--- config.mk ---
export PLATFORM = sky130hd
export DESIGN_NAME = pnd_pattern_next_data
export DESIGN_NICKNAME = d
export VERILOG_FILES = /design/src/verilog/pnd_pkg.sv /design/src/verilog/pnd_pattern_next_data.sv
export SDC_FILE = /design/constraint.sdc
export NUM_CORES = 1
export LEC_CHECK = 0
export BUFFER_PORTS_ARGS = -buffer_cell sky130_fd_sc_hd__buf_2
export CAP_MARGIN = 20
export CORE_UTILIZATION = 45
export CTS_CLUSTER_SIZE = 8
export DETAILED_ROUTE_END_ITERATION = 10
export PLACE_DENSITY = 0.81
export SLEW_MARGIN = 5
export SYNTH_ARGS = -nofsm -noshare
export SYNTH_HDL_FRONTEND = slang
export SYNTH_SLANG_ARGS = --single-unit
--- constraint.sdc ---
create_clock -name clk -period 2.28 [get_ports clk]
set_input_delay 0.456 -clock clk [delete_from_list [all_inputs] [get_ports clk]]
set_output_delay 0.456 -clock clk [all_outputs]
set_load 0.005 [all_outputs]
--- src/verilog/pnd_pkg.sv ---
/*
 * constants for the pattern next-data transfer block: register indices,
 * reset values, field layout and bus-state encoding.
 * assumes a 32-bit classic wishbone bus; byte address = 4 * index.
 */
package pnd_pkg;

    // ************************************************************
    // register indices (byte address is four times the index)
    // ************************************************************
    localparam logic [27:0] IDX_ENABLE_HIGH = 28'h5fffff0;
    localparam logic [27:0] IDX_TRIGGER_SEL = 28'h5fffff1;
    localparam logic [27:0] IDX_ENABLE_LOW = 28'h5fffff3;
    localparam logic [27:0] IDX_NEXT_HIGH_UPPER = 28'h5fffff4;
    localparam logic [27:0] IDX_NEXT_LOW_UPPER = 28'h5fffff5;
    localparam logic [27:0] IDX_NEXT_HIGH_LOWER = 28'h5fffff6;
    localparam logic [27:0] IDX_NEXT_LOW_GROUP0 = 28'h5fffff7;
    localparam logic [27:0] IDX_OVERLAP_MODE = 28'h5fffff8;
    localparam logic [27:0] IDX_PORT_OUT_DATA = 28'h5fffffa;

    // ************************************************************
    // widths and field layout
    // ************************************************************
    localparam int GROUPS = 4;
    localparam int NIB = 4;
    localparam int PAT_W = 16;
    localparam int BYTE_W = 8;
    localparam int SEL_W = 2;
    localparam int IDX_LSB = 2;
    localparam int IDX_MSB = 29;

    // ************************************************************
    // reset and read values
    // ************************************************************
    localparam logic [7:0] NEXT_RESET = 8'h00;
    localparam logic [7:0] ENABLE_RESET = 8'h00;
    localparam logic [7:0] TRIGGER_RESET = 8'hff;
    localparam logic [3:0] OVERLAP_RESET = 4'h0;
    localparam logic [15:0] PORT_RESET = 16'h0000;
    localparam logic [3:0] RSVD_NIB = 4'hf;
    localparam logic [7:0] RSVD_BYTE = 8'hff;
    localparam logic [31:0] UNMAPPED_READ = 32'h0000_0000;

    // ************************************************************
    // bus slave states
    // ************************************************************
    typedef enum logic [1:0] {
        PND_IDLE = 2'b01,
        PND_ACK = 2'b10
    } pnd_bus_e;

endpackage : pnd_pkg

--- src/verilog/pnd_pattern_next_data.sv ---
/*
 * next-data buffering and per-bit transfer for a 16-bit timed pattern
 * output: four 4-bit groups, each triggered by a selectable timer channel.
 * assumes compare-match inputs are one-cycle pulses synchronous to clk,
 * and a classic wishbone master that holds its request until ack.
 */
module pnd_pattern_next_data #(
    parameter int CHANNELS = 4
) (
    input wire logic clk,
    input wire logic arst_n,
    input wire logic wb_cyc_i,
    input wire logic wb_stb_i,
    input wire logic wb_we_i,
    input wire logic [31:0] wb_adr_i,
    input wire logic [31:0] wb_dat_i,
    input wire logic [3:0] wb_sel_i,
    output logic [31:0] wb_dat_o,
    output logic wb_ack_o,
    input wire logic [CHANNELS-1:0] cmpMatchA,
    input wire logic [CHANNELS-1:0] cmpMatchB,
    output logic [15:0] patternPins
);

    // ************************************************************
    // decode helpers
    // ************************************************************
    function automatic logic pickChannel(input logic [1:0] sel,
                                         input logic [CHANNELS-1:0] vec);
        pickChannel = vec[sel];
    endfunction : pickChannel

    function automatic logic hitIdx(input logic [31:0] adr, input logic [27:0] idx);
        hitIdx = (adr[pnd_pkg::IDX_MSB:pnd_pkg::IDX_LSB] == idx);
    endfunction : hitIdx

    // ************************************************************
    // state
    // ************************************************************
    logic [7:0] nextLow_reg;
    logic [7:0] nextHigh_reg;
    logic [7:0] enableLow_reg;
    logic [7:0] enableHigh_reg;
    logic [7:0] triggerSel_reg;
    logic [3:0] overlapMode_reg;
    logic [15:0] portOut_reg;
    logic [15:0] portOut_next;
    logic [31:0] readData_reg;
    logic [31:0] readData_next;
    pnd_pkg::pnd_bus_e busState_reg;
    pnd_pkg::pnd_bus_e busState_next;

    logic [15:0] enables;
    logic [15:0] nextData;
    logic [15:0] xferMask;
    logic sharedLow;
    logic sharedHigh;
    logic wrStrobe;
    logic wrByte0;
    logic wrByte1;

    assign enables = {enableHigh_reg, enableLow_reg};
    assign nextData = {nextHigh_reg, nextLow_reg};

    // equal codes mean one trigger, so the pair maps as one byte
    assign sharedLow = (triggerSel_reg[3:2] == triggerSel_reg[1:0]);
    assign sharedHigh = (triggerSel_reg[7:6] == triggerSel_reg[5:4]);

    // ************************************************************
    // wishbone classic slave
    // ************************************************************
    // write lands on the edge where ack is sampled high, matching the master
    assign wrStrobe = wb_cyc_i && wb_stb_i && wb_we_i && (busState_reg == pnd_pkg::PND_ACK);
    assign wrByte0 = wrStrobe && wb_sel_i[0];
    assign wrByte1 = wrStrobe && wb_sel_i[1];
    assign wb_ack_o = (busState_reg == pnd_pkg::PND_ACK);
    assign wb_dat_o = readData_reg;

    always_comb begin
        case (busState_reg)
            pnd_pkg::PND_IDLE: begin
                busState_next = (wb_cyc_i && wb_stb_i) ? pnd_pkg::PND_ACK : pnd_pkg::PND_IDLE;
            end
            pnd_pkg::PND_ACK: begin
                busState_next = pnd_pkg::PND_IDLE;
            end
            default: begin
                busState_next = pnd_pkg::PND_IDLE;
            end
        endcase
    end

    always_ff @(posedge clk or negedge arst_n) begin
        if (!arst_n) begin
            busState_reg <= pnd_pkg::PND_IDLE;
        end else begin
            busState_reg <= busState_next;
        end
    end

    // ************************************************************
    // read mux
    // ************************************************************
    always_comb begin
        readData_next = pnd_pkg::UNMAPPED_READ;
        if (hitIdx(wb_adr_i, pnd_pkg::IDX_NEXT_HIGH_UPPER)) begin
            if (sharedHigh) begin
                readData_next[7:0] = nextHigh_reg;
            end else begin
                readData_next[7:0] = {nextHigh_reg[7:4], pnd_pkg::RSVD_NIB};
            end
        end else if (hitIdx(wb_adr_i, pnd_pkg::IDX_NEXT_HIGH_LOWER)) begin
            if (sharedHigh) begin
                readData_next[7:0] = pnd_pkg::RSVD_BYTE;
            end else begin
                readData_next[7:0] = {pnd_pkg::RSVD_NIB, nextHigh_reg[3:0]};
            end
        end else if (hitIdx(wb_adr_i, pnd_pkg::IDX_NEXT_LOW_UPPER)) begin
            if (sharedLow) begin
                readData_next[7:0] = nextLow_reg;
            end else begin
                readData_next[7:0] = {nextLow_reg[7:4], pnd_pkg::RSVD_NIB};
            end
        end else if (hitIdx(wb_adr_i, pnd_pkg::IDX_NEXT_LOW_GROUP0)) begin
            if (sharedLow) begin
                readData_next[7:0] = pnd_pkg::RSVD_BYTE;
            end else begin
                readData_next[7:0] = {pnd_pkg::RSVD_NIB, nextLow_reg[3:0]};
            end
        end else if (hitIdx(wb_adr_i, pnd_pkg::IDX_ENABLE_LOW)) begin
            readData_next[7:0] = enableLow_reg;
        end else if (hitIdx(wb_adr_i, pnd_pkg::IDX_ENABLE_HIGH)) begin
            readData_next[7:0] = enableHigh_reg;
        end else if (hitIdx(wb_adr_i, pnd_pkg::IDX_TRIGGER_SEL)) begin
            readData_next[7:0] = triggerSel_reg;
        end else if (hitIdx(wb_adr_i, pnd_pkg::IDX_OVERLAP_MODE)) begin
            readData_next[7:0] = {pnd_pkg::RSVD_NIB, overlapMode_reg};
        end else if (hitIdx(wb_adr_i, pnd_pkg::IDX_PORT_OUT_DATA)) begin
            readData_next[15:0] = portOut_reg;
        end
    end

    always_ff @(posedge clk or negedge arst_n) begin
        if (!arst_n) begin
            readData_reg <= pnd_pkg::UNMAPPED_READ;
        end else if (busState_reg == pnd_pkg::PND_IDLE) begin
            readData_reg <= readData_next;
        end
    end

    // ************************************************************
    // next-data registers
    // ************************************************************
    // reserved nibbles are simply not stored; software is expected to
    // write ones there, but nothing breaks if it does not
    always_ff @(posedge clk or negedge arst_n) begin
        if (!arst_n) begin
            nextHigh_reg <= pnd_pkg::NEXT_RESET;
        end else if (wrByte0) begin
            if (hitIdx(wb_adr_i, pnd_pkg::IDX_NEXT_HIGH_UPPER)) begin
                if (sharedHigh) begin
                    nextHigh_reg <= wb_dat_i[7:0];
                end else begin
                    nextHigh_reg[7:4] <= wb_dat_i[7:4];
                end
            end else if (hitIdx(wb_adr_i, pnd_pkg::IDX_NEXT_HIGH_LOWER) && !sharedHigh) begin
                nextHigh_reg[3:0] <= wb_dat_i[3:0];
            end
        end
    end

    always_ff @(posedge clk or negedge arst_n) begin
        if (!arst_n) begin
            nextLow_reg <= pnd_pkg::NEXT_RESET;
        end else if (wrByte0) begin
            if (hitIdx(wb_adr_i, pnd_pkg::IDX_NEXT_LOW_UPPER)) begin
                if (sharedLow) begin
                    nextLow_reg <= wb_dat_i[7:0];
                end else begin
                    nextLow_reg[7:4] <= wb_dat_i[7:4];
                end
            end else if (hitIdx(wb_adr_i, pnd_pkg::IDX_NEXT_LOW_GROUP0) && !sharedLow) begin
                nextLow_reg[3:0] <= wb_dat_i[3:0];
            end
        end
    end

    // ************************************************************
    // enable, trigger select and mode registers
    // ************************************************************
    always_ff @(posedge clk or negedge arst_n) begin
        if (!arst_n) begin
            enableLow_reg <= pnd_pkg::ENABLE_RESET;
        end else if (wrByte0 && hitIdx(wb_adr_i, pnd_pkg::IDX_ENABLE_LOW)) begin
            enableLow_reg <= wb_dat_i[7:0];
        end
    end

    always_ff @(posedge clk or negedge arst_n) begin
        if (!arst_n) begin
            enableHigh_reg <= pnd_pkg::ENABLE_RESET;
        end else if (wrByte0 && hitIdx(wb_adr_i, pnd_pkg::IDX_ENABLE_HIGH)) begin
            enableHigh_reg <= wb_dat_i[7:0];
        end
    end

    always_ff @(posedge clk or negedge arst_n) begin
        if (!arst_n) begin
            triggerSel_reg <= pnd_pkg::TRIGGER_RESET;
        end else if (wrByte0 && hitIdx(wb_adr_i, pnd_pkg::IDX_TRIGGER_SEL)) begin
            triggerSel_reg <= wb_dat_i[7:0];
        end
    end

    always_ff @(posedge clk or negedge arst_n) begin
        if (!arst_n) begin
            overlapMode_reg <= pnd_pkg::OVERLAP_RESET;
        end else if (wrByte0 && hitIdx(wb_adr_i, pnd_pkg::IDX_OVERLAP_MODE)) begin
            overlapMode_reg <= wb_dat_i[3:0];
        end
    end

    // ************************************************************
    // per-group transfer masks
    // ************************************************************
    // non-overlap: match A drives rising bits, match B drives falling bits,
    // so the two edges of a pair coincide only if match A and match B fire in the same cycle
    genvar g;
    generate
        for (g = 0; g < pnd_pkg::GROUPS; g++) begin : gen_group
            logic fireA;
            logic fireB;
            logic [3:0] en;
            logic [3:0] nd;
            assign fireA = pickChannel(triggerSel_reg[2*g+1 -: 2], cmpMatchA);
            assign fireB = pickChannel(triggerSel_reg[2*g+1 -: 2], cmpMatchB);
            assign en = enables[g*pnd_pkg::NIB +: pnd_pkg::NIB];
            assign nd = nextData[g*pnd_pkg::NIB +: pnd_pkg::NIB];
            always_comb begin
                if (overlapMode_reg[g]) begin
                    xferMask[g*pnd_pkg::NIB +: pnd_pkg::NIB] =
                        en & ((fireA ? nd : 4'h0) | (fireB ? ~nd : 4'h0));
                end else begin
                    xferMask[g*pnd_pkg::NIB +: pnd_pkg::NIB] = fireA ? en : 4'h0;
                end
            end
        end
    endgenerate

    // ************************************************************
    // port output data
    // ************************************************************
    always_comb begin
        portOut_next = portOut_reg;
        if (hitIdx(wb_adr_i, pnd_pkg::IDX_PORT_OUT_DATA)) begin
            if (wrByte0) begin
                portOut_next[7:0] = (portOut_reg[7:0] & enableLow_reg)
                                  | (wb_dat_i[7:0] & ~enableLow_reg);
            end
            if (wrByte1) begin
                portOut_next[15:8] = (portOut_reg[15:8] & enableHigh_reg)
                                   | (wb_dat_i[15:8] & ~enableHigh_reg);
            end
        end
        // masked bits take next data, the rest keep portOut_next, including any port write
        portOut_next = (portOut_next & ~xferMask) | (nextData & xferMask);
    end

    always_ff @(posedge clk or negedge arst_n) begin
        if (!arst_n) begin
            portOut_reg <= pnd_pkg::PORT_RESET;
        end else begin
            portOut_reg <= portOut_next;
        end
    end

    assign patternPins = portOut_reg;

endmodule : pnd_pattern_next_data

==> summary.txt <==
Hold Path Class: primary input to async pin
Setup-failing EPs final: 0
met1 global-route usage: 29.7%
latest clock arrival within the worst-skew pair: 0.36 ns
measured slew at the worst slew-check pin: 0.533 ns
final cell count without fillers: 651
largest net degree at the start of global routing: 42
die width: 102 µm
slew margin rel.: 63.5%
Critical Path Start Type: flip-flop
FF-to-FF setup slack: 0.19 ns
Post-DP HPWL: 8640 µm
final hold vios: 0
clock slew at reported path FFs: 0.09 ns
# Max-Cap Violations: 0
status: completed
Core Box Area: 9770 µm²
cell taking the most area after synthesis: dfrtp_1
leakage: 2.54 nW
first-pass GRT wire length: 18400 µm
mux contribution to synthesized area: 23.2%
routed len/inst: 17.8 µm
antenna violations before repair: 0
# DRC: 0
Period minus WS final: 2.09 ns
leading cell type in the layout, fill and taps excluded: buf_2
starting density of the core: 46.4%
Hold Buf Count CTS: 0
gpl congestion: 0.874
Max clock buf depth: 2
Finished Core Util: 55.7%
number of global-route vias before repair: 3709
CTS Root Cell: clkbuf_8
post-synthesis xor/xnor area fraction: 0.773%
Synth Area in Adders: 0%
Total GRT Usage: 23.0%
row count: 36
Required @ worst endpoint: 2.58 ns
share of layout cells above drive strength 1: 41.1%
post-synthesis cell count: 409
CTS tree: yes
CP arrival: 2.40 ns
initial DRC count: 323
Vias: 3744
Layout fillers: 833
simple-gate area share of the yosys netlist: 11.7%
most frequent cells in the layout: 90 x buf_2, 69 x dfrtp_1, 57 x mux2_2
cell chain of the critical path: mux4_2, mux2i_1, a21oi_1, o21ai_0, o21a_1
Post-synth ARST share: 100%
H-tree depth: 3
f_max: 478 MHz
Top-Level Pins: 130
pre-CTS WS: -0.0331 ns
Final Skew: 0.00941 ns
maximum vdd drop: 0.354 mV
Routed Antenna Nets: 0
total CTS buffers: 9
CP Max Fanout: 6
port bufs: 91
Post-synth top flop: dfrtp_1
R2R cell count: 5
met2 Track Usage GR: 36.7%
Ant. Diodes: 0
Critical-path top delay cell: dfstp_2
multi-input gate area in the final layout: 2380 µm²
Worst Setup Path Type: flip-flop to flip-flop
First-pass DRT Iterations: 5
number of synthesized flops with an enable pin: 0
final setup TNS: 0 ns
Seq cells post-synth: 78
Die ar.: 10500 µm²
unrepaired setup endpoints after global routing: false
leading post-synthesis cells by cell area: dfrtp_1 38%, mux2_2 14%, dfstp_2 5.2%
period utilization: 91.8%
reg2reg start: triggerSel_reg[3]
Syn Area/Cell: 11.1 µm²
Resize count post-CTS: 0
share of Yosys cell area claimed by the top area cell type: 38.1%
Compound-Gate Fraction of Synth Area: 15.6%
global route total overflow: 0
final worst slack: 0.186 ns
area grow syn2layout: 20.3%
crit end category: flip-flop
Distinct cells, synth: 43
largest family of logic cells by synthesized area: multiplexers
cell area after synthesis: 4530 µm²
Die Y-Extent: 102 µm
Power Density: 538 nW/µm²
grt met3 use: 5.68%
final layout net count: 594
slowest stage delay, CP: 0.63 ns
GR peak layer: met2
final WL: 11600 µm
Setup Buffers After CTS: 0
Reg area: 1960 µm²
post-DR vias/cell: 5.75
Num Clock Sinks: 78
Ys Warns: 0
placed cells: 635
Final Max Tran Viols: 0
register area share after synthesis: 43.3%
==> where the power goes <==
group	total [mW]	internal [mW]	switching (mW)
combinational	0.266	0.0997	0.166
clock	1.28	0.731	0.546
sequential	1.39	1.39	0.00143
total	2.93	2.22	0.713
==> metal layers <==
metal / up-vias / part of all wire, %
met5: - / 0
met4: 0 / 2.6
met3: 28 / 6.4
met2: 160 / 48
met1: 1846 / 43
li1: 1710 / -
==> worst max-delay path by stage <==
stage                     slack, ns               end  cells after the start         startpoint
final                          0.19         flip-flop                      5  triggerSel_reg[3]
after global routing           0.11         flip-flop                      5  triggerSel_reg[1]
after CTS                      0.23         flip-flop                      5  triggerSel_reg[3]
after detailed placement      -0.03  enableLow_reg[6]                      7       wb_adr_i[29]
after global placement        0.007  enableLow_reg[1]                      7       wb_adr_i[29]
after floorplan                0.08  enableLow_reg[0]                      5       wb_adr_i[29]
==> metrics by stage <==
step                total power [mW]  hold slack, ns  area, µm²
floorplan                       1.55           0.160       4590
global placement                1.67           0.464       5200
detailed placement              1.68           0.475       5200
CTS                             2.94          0.0867       5450
global route                    3.02           0.100       5450
finish                          2.93          0.0718       5450
==> layout make-up <==
type | count | share of cell area, %
Inverter | 10 | 0.689
Clock buffer | 9 | 2.27
Timing Repair Buffer | 114 | 12.0
Clock inverter | 7 | 2.20
Tap cell | 133 | 3.05
Multi-Input combinational cell | 300 | 43.7
Sequential cell | 78 | 36.0
==> worst max-delay path: cells and delay by family, from the launching register on <==
family         cells  cell delay, ns
AO/OA/AOI/OAI      3            0.47
multiplexers       2            0.92
flip-flops         1            0.63
==> cells in the mapped netlist (5+ instances only) <==
cell type and number:
buf_2 7, dfstp_2 9, dfrtp_1 69, a21oi_1 27
nand2_1 11, a2bb2oi_1 8, nand4_1 6, a22o_1 8
mux2_2 57, and3_1 5, inv_1 10, clkbuf_1 13
buf_4 16, nand3_1 6, mux2i_1 23, a22oi_1 7
nor2_1 23, o21a_1 9, mux4_2 8, o21ai_0 36
==> cell families after synthesis <==
family	Yosys count
other cells	1
buf+inv	46
mux	88
xor+xnor	4
simple gates	82
flops	78
compound gates	110
(Power assumes the default switching activity.)
